--- src/verilog/pmc_defs.vh ---
// Constants for the power-mode sequencer and control register bank
`ifndef PMC_DEFS_VH
`define PMC_DEFS_VH

// Control register indices (RAM addresses of three of the eight control registers)
`define PMC_REG_MODE_IRQ_BAND  3'h0
`define PMC_REG_SYNTH_LO       3'h1
`define PMC_REG_SYNTH_HI       3'h2

// Reset values
`define PMC_RST_MODE_IRQ_BAND  8'h80
`define PMC_RST_SYNTH_LO       8'ha8
`define PMC_RST_SYNTH_HI       8'h7b
`define PMC_RST_OTHER          8'h00

// Fields of mode_irq_band_control
`define PMC_F_IRQ_THR_HI       7
`define PMC_F_IRQ_THR_LO       6
`define PMC_F_SYNTH_RANGE      5
`define PMC_F_BAND_SELECT      4
`define PMC_F_OP_MODE_MSB      3
`define PMC_F_OP_MODE_LSB      1
`define PMC_F_TRANSPARENT      0

// Operating mode codes
`define PMC_MODE_IDLE          3'h0
`define PMC_MODE_TX            3'h1
`define PMC_MODE_RX_POLL       3'h2
`define PMC_MODE_RX            3'h3

// Interrupt thresholds in bytes
`define PMC_THR_0              5'h01
`define PMC_THR_1              5'h02
`define PMC_THR_2              5'h04
`define PMC_THR_3              5'h0c

// Synthesizer word assembly
`define PMC_SYNTH_BASE         13'hc00

// Serial command opcodes, held in bits 7:5 of the first byte of a frame
`define PMC_CMD_WR_CTRL        3'h0
`define PMC_CMD_RD_CTRL        3'h1
`define PMC_CMD_WR_BUF         3'h2
`define PMC_CMD_RD_BUF         3'h3
`define PMC_CMD_RD_STATUS      3'h4
`define PMC_CMD_OFF            3'h5

// Status register fields
`define PMC_ST_WAKE_HIGH       7
`define PMC_ST_WAKE_BUTTON     6
`define PMC_ST_RESET_OCC       5

// Buffer geometry
`define PMC_BUF_DEPTH          16
`define PMC_BUF_AW             4

`endif

--- src/verilog/pmc_power_control.v ---
// Power-mode sequencer, serial register access, data buffer and control register 1
`timescale 1ns/1ps
`include "pmc_defs.vh"
module pmc_power_control (
    input  wire        mclk_in,                  // Core clock, 25 MHz
    input  wire        reset_in,                 // Synchronous reset, active high
    input  wire        clk_en_in,                // Clock enable, freezes state when low
    input  wire        wake_high_pin_in,         // Power-on pin, active high (async)
    input  wire        wake_button_low_pin_n_in, // Push-button pin, active low (async)
    input  wire        digital_supply_good_in,   // Digital supply above threshold (async)
    input  wire        xto_ok_in,                // Crystal oscillator started (async)
    input  wire        cs_in,                    // Serial chip select, active high (async)
    input  wire        sck_in,                   // Serial clock (async)
    input  wire        serial_in_tx_stream_in,   // Serial data in / transparent TX data (async)
    input  wire        rx_byte_valid_in,         // Receiver delivers a byte, pulse
    input  wire [7:0]  rx_byte_in,               // Received byte
    input  wire        rx_error_in,              // Receiver error, pulse
    input  wire        rx_bit_in,                // Received bit stream for transparent mode
    input  wire        tx_byte_req_in,           // Transmitter takes next byte, pulse
    input  wire        full_duplex_detect_mode_in, // Full-duplex-detect mode active
    output reg         supply_on_out,            // Digital/analog supply switch closed
    output reg         irq_out,                  // Interrupt to host, active high
    output reg         clk_out_en_out,           // Host clock output enable
    output reg  [2:0]  op_mode_out,              // Effective operating mode
    output reg         band_select_out,          // 0: 433 MHz band, 1: 315 MHz band
    output reg  [12:0] synth_word_a_out,         // Synthesizer frequency word
    output reg         transparent_out,          // Transparent mode active
    output reg  [7:0]  tx_byte_out,              // Byte handed to transmitter
    output reg         tx_byte_valid_out,        // Byte handed over, pulse
    output reg         tx_mod_out,               // Transparent TX modulation bit
    output reg         serial_out_rx_stream_out, // Serial data out / transparent RX data
    output reg         serial_out_oe_out         // Serial data out enable
);
    localparam ST_OFF    = 1'b0;
    localparam ST_ACTIVE = 1'b1;

    wire [5:0] syn;
    wire       wake_high     = syn[0];
    wire       wake_button   = syn[1];
    wire       supply_good   = syn[2];
    wire       xto_ok        = syn[3];
    wire       cs            = syn[4];
    wire       sck           = syn[5];
    wire       sdi;

    // Button is inverted before syncing so the cleared synchroniser reads as released
    pmc_sync #(.WIDTH(6)) u_sync (
        .mclk_in   (mclk_in),
        .reset_in  (reset_in),
        .clk_en_in (clk_en_in),
        .async_in  ({sck_in, cs_in, xto_ok_in, digital_supply_good_in,
                     ~wake_button_low_pin_n_in, wake_high_pin_in}),
        .sync_out  (syn)
    );

    pmc_sync #(.WIDTH(1)) u_sync_sdi (
        .mclk_in   (mclk_in),
        .reset_in  (reset_in),
        .clk_en_in (clk_en_in),
        .async_in  (serial_in_tx_stream_in),
        .sync_out  (sdi)
    );

    reg        pwr_state;
    reg        sck_d;
    reg        supply_good_d;
    wire       wake_event = (pwr_state == ST_OFF) && (wake_high || wake_button);
    wire       supply_reset_internal = reset_in || ((pwr_state == ST_OFF) && !wake_event);
    wire       sck_rise = cs && sck && !sck_d;
    wire       sck_fall = cs && !sck && sck_d;
    wire       supply_drop = supply_good_d && !supply_good;

    // Control RAM, status and buffer
    reg [7:0]  ctrl [0:7];
    reg [7:0]  buf_mem [0:`PMC_BUF_DEPTH-1];
    reg [`PMC_BUF_AW-1:0] wr_ptr;
    reg [`PMC_BUF_AW-1:0] rd_ptr;
    reg [4:0]  level;
    reg        flag_wake_high;
    reg        flag_wake_button;
    reg        reset_occurred_flag;
    reg        irq_pend;

    // Serial engine
    reg [2:0]  bit_cnt;
    reg [7:0]  rx_sh;
    reg [7:0]  tx_sh;
    reg [7:0]  cmd;
    reg        have_cmd;
    reg        off_cmd;

    wire [7:0] mode_reg   = ctrl[`PMC_REG_MODE_IRQ_BAND];
    wire [2:0] mode_field = mode_reg[`PMC_F_OP_MODE_MSB:`PMC_F_OP_MODE_LSB];
    wire [2:0] eff_mode   = mode_field[2] ? `PMC_MODE_IDLE : mode_field;
    wire       tmode      = mode_reg[`PMC_F_TRANSPARENT];
    wire       in_rx      = (eff_mode == `PMC_MODE_RX) || (eff_mode == `PMC_MODE_RX_POLL);
    wire       in_tx      = (eff_mode == `PMC_MODE_TX);
    wire [7:0] byte_in    = {rx_sh[6:0], sdi};
    wire       byte_done  = sck_rise && (bit_cnt == 3'h7) && (pwr_state == ST_ACTIVE);
    wire [2:0] op         = have_cmd ? cmd[7:5] : byte_in[7:5];
    wire [2:0] addr       = have_cmd ? cmd[2:0] : byte_in[2:0];

    reg  [4:0] thr;
    always @* begin
        case ({mode_reg[`PMC_F_IRQ_THR_HI], mode_reg[`PMC_F_IRQ_THR_LO]})
            2'b00:   thr = `PMC_THR_0;
            2'b01:   thr = `PMC_THR_1;
            2'b10:   thr = `PMC_THR_2;
            default: thr = `PMC_THR_3;
        endcase
    end

    // Buffer traffic; transparent mode disables the buffer
    wire host_wr  = byte_done && have_cmd && (cmd[7:5] == `PMC_CMD_WR_BUF) && !in_rx && !tmode && (level != 5'h10);
    wire host_rd  = byte_done && (op == `PMC_CMD_RD_BUF) && !in_tx && !tmode && (level != 5'h00);
    wire rx_push  = rx_byte_valid_in && in_rx && !tmode && (level != 5'h10);
    wire tx_pop   = tx_byte_req_in && in_tx && !tmode && (level != 5'h00);
    wire push     = host_wr || rx_push;
    wire pop      = host_rd || tx_pop;
    wire [4:0] next_level = level + {4'h0, push} - {4'h0, pop};
    wire status_read = byte_done && (op == `PMC_CMD_RD_STATUS);
    // Receive errors interrupt in every receive mode; only the threshold and TX-empty events are masked
    wire thr_event = (in_rx && rx_error_in) ||
                     (!full_duplex_detect_mode_in &&
                      ((rx_push && (next_level == thr)) ||
                       (tx_pop && ((next_level == thr) || (next_level == 5'h00)))));

    wire [7:0] status_word = {flag_wake_high, flag_wake_button, reset_occurred_flag, level};
    reg  [7:0] read_word;
    always @* begin
        case (op)
            `PMC_CMD_RD_CTRL:   read_word = ctrl[addr];
            `PMC_CMD_RD_BUF:    read_word = buf_mem[rd_ptr];
            `PMC_CMD_RD_STATUS: read_word = status_word;
            default:            read_word = 8'h00;
        endcase
    end

    // Power state machine
    always @(posedge mclk_in) begin
        if (reset_in) begin
            pwr_state     <= ST_OFF;
            supply_good_d <= 1'b0;
        end else if (clk_en_in) begin
            supply_good_d <= supply_good;
            case (pwr_state)
                ST_OFF:
                    if (wake_event)
                        pwr_state <= ST_ACTIVE;
                ST_ACTIVE: begin
                    if (off_cmd)
                        pwr_state <= ST_OFF;
                    else if (supply_drop && !wake_button && !wake_high)
                        pwr_state <= ST_OFF;
                end
                default: pwr_state <= ST_OFF;
            endcase
        end
    end

    // Register bank, buffer, flags and serial engine; all lost while OFF
    integer i;
    always @(posedge mclk_in) begin
        if (supply_reset_internal) begin
            for (i = 0; i < 8; i = i + 1)
                ctrl[i] <= `PMC_RST_OTHER;
            ctrl[`PMC_REG_MODE_IRQ_BAND] <= `PMC_RST_MODE_IRQ_BAND;
            ctrl[`PMC_REG_SYNTH_LO]      <= `PMC_RST_SYNTH_LO;
            ctrl[`PMC_REG_SYNTH_HI]      <= `PMC_RST_SYNTH_HI;
            for (i = 0; i < `PMC_BUF_DEPTH; i = i + 1)
                buf_mem[i] <= 8'h00;
            wr_ptr              <= {`PMC_BUF_AW{1'b0}};
            rd_ptr              <= {`PMC_BUF_AW{1'b0}};
            level               <= 5'h00;
            flag_wake_high      <= 1'b0;
            flag_wake_button    <= 1'b0;
            reset_occurred_flag <= 1'b0;
            irq_pend            <= 1'b0;
            bit_cnt             <= 3'h0;
            rx_sh               <= 8'h00;
            tx_sh               <= 8'h00;
            cmd                 <= 8'h00;
            have_cmd            <= 1'b0;
            off_cmd             <= 1'b0;
            sck_d               <= 1'b0;
            tx_byte_out         <= 8'h00;
            tx_byte_valid_out   <= 1'b0;
            serial_out_rx_stream_out <= 1'b0;
            serial_out_oe_out   <= 1'b0;
        end else if (clk_en_in) begin
            sck_d             <= sck;
            tx_byte_valid_out <= 1'b0;
            off_cmd           <= 1'b0;

            // Status flags: setting wins over the clearing read
            if (wake_event) begin
                flag_wake_high      <= wake_high;
                flag_wake_button    <= wake_button;
                reset_occurred_flag <= 1'b1;
            end else if (status_read) begin
                flag_wake_high   <= 1'b0;
                flag_wake_button <= 1'b0;
                if (supply_good && xto_ok)
                    reset_occurred_flag <= 1'b0;
            end

            if (wake_event || thr_event)
                irq_pend <= 1'b1;
            else if (status_read)
                irq_pend <= 1'b0;

            // Buffer
            if (push) begin
                buf_mem[wr_ptr] <= host_wr ? byte_in : rx_byte_in;
                wr_ptr          <= wr_ptr + 4'h1;
            end
            if (pop)
                rd_ptr <= rd_ptr + 4'h1;
            level <= next_level;
            if (tx_pop) begin
                tx_byte_out       <= buf_mem[rd_ptr];
                tx_byte_valid_out <= 1'b1;
            end

            // Serial frame handling
            if (!cs) begin
                bit_cnt  <= 3'h0;
                have_cmd <= 1'b0;
            end else if (sck_rise && (pwr_state == ST_ACTIVE)) begin
                rx_sh   <= byte_in;
                bit_cnt <= bit_cnt + 3'h1;
                if (byte_done) begin
                    if (!have_cmd) begin
                        cmd      <= byte_in;
                        have_cmd <= 1'b1;
                        if (byte_in[7:5] == `PMC_CMD_OFF)
                            off_cmd <= 1'b1;
                    end else if (cmd[7:5] == `PMC_CMD_WR_CTRL) begin
                        ctrl[cmd[2:0]] <= byte_in;
                    end
                    tx_sh <= read_word;
                end
            end else if (sck_fall) begin
                serial_out_rx_stream_out <= tx_sh[7];
                tx_sh                    <= {tx_sh[6:0], 1'b0};
            end
            if (tmode && !cs)
                serial_out_rx_stream_out <= rx_bit_in;
            serial_out_oe_out <= cs || tmode;
        end
    end

    // Output registers derived from state, control register 1 and the synthesizer registers
    wire [7:0]  syn_lo = ctrl[`PMC_REG_SYNTH_LO];
    wire [7:0]  syn_hi = ctrl[`PMC_REG_SYNTH_HI];
    wire [12:0] word_narrow = `PMC_SYNTH_BASE + {3'h0, syn_hi[4:2], syn_lo[7:1]};
    wire [12:0] word_wide   = {syn_hi[7:2], syn_lo[7:1]};
    always @(posedge mclk_in) begin
        if (reset_in) begin
            supply_on_out    <= 1'b0;
            irq_out          <= 1'b0;
            clk_out_en_out   <= 1'b0;
            op_mode_out      <= `PMC_MODE_IDLE;
            band_select_out  <= 1'b0;
            synth_word_a_out <= 13'h0000;
            transparent_out  <= 1'b0;
            tx_mod_out       <= 1'b0;
        end else if (clk_en_in) begin
            supply_on_out    <= (pwr_state == ST_ACTIVE);
            irq_out          <= irq_pend;
            clk_out_en_out   <= (pwr_state == ST_ACTIVE) && supply_good && xto_ok &&
                                syn_hi[1] && syn_hi[0];
            op_mode_out      <= (pwr_state == ST_ACTIVE) ? eff_mode : `PMC_MODE_IDLE;
            band_select_out  <= mode_reg[`PMC_F_BAND_SELECT];
            synth_word_a_out <= mode_reg[`PMC_F_SYNTH_RANGE] ? word_wide : word_narrow;
            transparent_out  <= tmode;
            tx_mod_out       <= tmode && in_tx && sdi;
        end
    end
endmodule // pmc_power_control

--- src/verilog/pmc_sync.v ---
// Two-flip-flop synchroniser for asynchronous inputs
`timescale 1ns/1ps
module pmc_sync #(
    parameter WIDTH = 1
) (
    input  wire             mclk_in,   // Core clock
    input  wire             reset_in,  // Synchronous reset, active high
    input  wire             clk_en_in, // Clock enable
    input  wire [WIDTH-1:0] async_in,  // Asynchronous inputs
    output reg  [WIDTH-1:0] sync_out   // Synchronised outputs
);
    reg [WIDTH-1:0] meta;

    always @(posedge mclk_in) begin
        if (reset_in) begin
            meta     <= {WIDTH{1'b0}};
            sync_out <= {WIDTH{1'b0}};
        end else if (clk_en_in) begin
            meta     <= async_in;
            sync_out <= meta;
        end
    end
endmodule // pmc_sync
--- config.mk ---
export PLATFORM = sky130hd
export DESIGN_NAME = pmc_power_control
export DESIGN_NICKNAME = d
export VERILOG_FILES = /design/src/verilog/pmc_power_control.v /design/src/verilog/pmc_sync.v
export VERILOG_INCLUDE_DIRS = /design/src /design/src/verilog
export SDC_FILE = /design/constraint.sdc
export NUM_CORES = 1
export LEC_CHECK = 0
export BUFFER_PORTS_ARGS = -buffer_cell sky130_fd_sc_hd__buf_2
export CORE_ASPECT_RATIO = 0.75
export CORE_MARGIN = 2
export CORE_UTILIZATION = 40
export CTS_CLUSTER_DIAMETER = 200
export DETAILED_ROUTE_END_ITERATION = 8
export PLACE_DENSITY = 0.6
export SETUP_SLACK_MARGIN = 0.02
export SLEW_MARGIN = 20
export SYNTH_ARGS = -nofsm -noshare
export SYNTH_HDL_FRONTEND = slang
export SYNTH_HIERARCHICAL = 1
export SYNTH_SLANG_ARGS = --single-unit
--- constraint.sdc ---
create_clock -name mclk_in -period 7.08 [get_ports mclk_in]
set_input_delay 1.77 -clock mclk_in [delete_from_list [all_inputs] [get_ports mclk_in]]
set_output_delay 1.77 -clock mclk_in [all_outputs]
set_load 0.01 [all_outputs]
==> impl_results.md <==
* Postcts setup bufs at 0
* Total global routing track utilization at 20.84%
* #FFs+latches synth at roughly 290
* Clk sinks at 288
* Pwr Total at roughly 0.0037 W
* F_max at 234.1 MHz
* Initial antenna violation count at 3
* Worst-path maximum fanout at 18
* GR Overflow Total at 0
* TritonCTS clock tree: yes
* RSZ-0062 raised after global routing: false
* Largest cells by area after synthesis: edfxtp_1 (42%), dfxtp_1 (14%), nor2_1 (6.5%)
* Power per cell area at 238.9 nW/um^2
* Via Count at 9820
* Filler cell count at a little over 3000
* Grt met1 use at roughly a third
* Crit. End Element: register
* Synth Flop Type: edfxtp_1
* Clock Power Share at 43.9%
* Critical Path AT at ~4800 ps
* Post-synth EDFFs at between 150 and 200
* Combinational Power Share at 4.7%
* Switch Pwr at 0.0008180 W
* Max-slew violations at 0
* H-tree depth at 1
* First-pass GRT wire length at 57.21 mm
* Met3 usage in global routing at around 4.3%
* Mean Syn Cell Area at 11.23 um^2
* Area growth, synth to finish at 11.48%
* Num ports at 56
* Multi-input logic area at 5563 um^2
* Die span in y at 164.6 um
* Synth Cell Area at 13760 um^2
* DRC viols at 0
* Startpoint types: register
* Max-cap violations at 0
* Drt first pass iters at 5
* Relative slew slack at between 20% and 30%
* Yosys top cell by area: edfxtp_1
* Vias/cell at 5.716
* Post-Syn Nets at between 1000 and 1500
* Root Buffer: clkbuf_16
* Synth top area share at 41.89%
* DRT antenna net count at 0
* Setup TNS at 0 ps
* Hold_buf cts at 0
* Flop pwr share at 51.5%
* Core Area at about 34000 um^2
* Final Setup Violations at 0
* Most frequent cells in the layout: nor2_1 (238), edfxtp_1 (192), dfxtp_1 (95), nand2_1 (74)
* Share of layout cells above drive strength 1 at roughly 17%
* Initial Util at 40.87%
* Wirelength, routed at 36.82 mm
* Clock Latency Late Sink at approximately 550 ps
* Synthesis warning total at 6
* Sw Share at 22.31%
* Nets at 1281
* Most Used Layer, Global Route: met1
* Average wire per standard cell at 21.43 um
* Die area at 35920 um^2
* PostCTS Resize Cnt at 0
* DP Wirelength at about 25 mm
* Largest net degree at the start of global routing at 64
* Worst slew pin tran at ~1100 ps
* Crit Path Category: register to register
* Die Wd at 218.2 um
* Cells after Synth at 1226
* CTS Buf Count at 29
* Post-synthesis sequential area ratio at a little under three fifths
* Maximum vdd drop at 0.2287 mV
* Core Rows at just under 60
* Synth cell types at 76
* RD Place Congestion at 0.8745
* 1st-iter DRT viols at roughly 1300
* Final Hold Viols at 0
* Commonest non-fill, non-tap cell in the layout: nor2_1
* Min-delay worst type: register to register
* WP data required at 7560 ps
* Vias in the first global route at 9228
* Share of the clock period used by the worst path at between 60% and 70%
* LEAKAGE at ~5.8 nW
* Ys async rst share at 0%
* Port Buffer Count at 54
* Clock-pin slew on the worst setup and hold paths at ~70 ps
* Status: complete, no violations
* Clock Path Buffers at 3
* Min cycle time layout at 4272 ps
* Clock skew at 12.35 ps
* Met2 Use GR at 29.39%
* Total internal power at 0.002848 W
* Register Area at 7689 um^2
cell usage after synthesis, drive strengths merged, types with 30 or more instances:
library cell and number:
a21oi 54, and2 49, edfxtp 192, nor2 241
dfxtp 96, clkbuf 36, mux2i 60, buf 52
o21ai 44, nand2 77, mux4 32, nor3 30
worst paths after layout:
| kind | cells past startpoint | slack (ps) | end | startpoint |
|---|---|---|---|---|
| worst max-delay path | 15 | 2810 | irq_pend | pwr_state |
| worst min-delay path | 2 | 470 | tx_mod_out | tx_mod_out |
| worst max register to register | 15 | 2810 | irq_pend | pwr_state |
| worst min register to register | 2 | 470 | tx_mod_out | tx_mod_out |
critical path, cell delays in order (launching register included):
cell and delay [ps]:
dfxtp_1 560, and4b_1 760, nand2_4 140, nor4_4 450, a31oi_1 100, ha_1 290
inv_1 50, ha_1 170, inv_1 60, fa_1 400, xor2_1 280, nand2_1 130
nor4b_1 260, nor2_1 80, or3_1 360, a21oi_1 120
registers in the layout (all words and copies together), names as in the netlist, 5 cells and up, named ones only:
signal / cells
level: 5
rx_sh: 7
tx_sh: 8
buf_mem: 128
synth_word_a_out: 13
cmd: 6
tx_byte_out: 8
u_sync/meta: 6
u_sync/sync_out: 6
ctrl: 64
final cells by class:
type,count,share of cell area (%)
well taps,450,3.670
diodes,2,0.03262
flip-flops and latches,288,50.11
multi-input cells,822,36.26
repair buffers,75,2.813
inverters,28,0.6850
clock inverters,19,1.305
clock buffers,34,5.129
stage by stage:
step	std cells	utilization (%)	cell area (um^2)	hold WS [ps]	worst slack, ps
2_1_floorplan	1226	-	13760	441.1	2948
3_3_place_gp	1662	42.53	14320	454.7	2399
3_5_place_dp	1662	42.53	14320	460.4	2281
4_1_cts	1715	45.47	15310	470.5	2354
5_1_grt	1718	45.57	15340	493.6	2565
6_report	1718	45.57	15340	465.3	2808
logic make-up (layout without fill, tap and decap cells):
kind of cell / after synthesis / count (layout) / synth area share, %
mux: 101 / 101 / 10.58
xor+xnor: 9 / 9 / 0.5728
fa+ha+maj: 14 / 14 / 1.327
buf+inv: 116 / 156 / 3.973
flops: 288 / 288 / 55.85
compound gates: 197 / 197 / 9.391
other cells: 1 / 3 / 0.02725
simple gates: 500 / 500 / 18.27
power groups by stage:
stage	Combinational (W)	Sequential, W	Clock, W
3_5_place_dp	0.000170	0.00192	0
5_1_grt	0.000186	0.00189	0.00169
4_1_cts	0.000171	0.00189	0.00162
6_report	0.000171	0.00189	0.00161
2_1_floorplan	0.000116	0.00190	0
3_3_place_gp	0.000168	0.00192	0
layer usage:
metal	wire [um]	vias to the layer above	share of wire, %
li1	-	4511	-
met1	17940	4896	49
met2	15330	374	42
met3	3022	37	8.2
met4	519	2	1.4
met5	13	-	0.035
(Power assumes the default switching activity.)
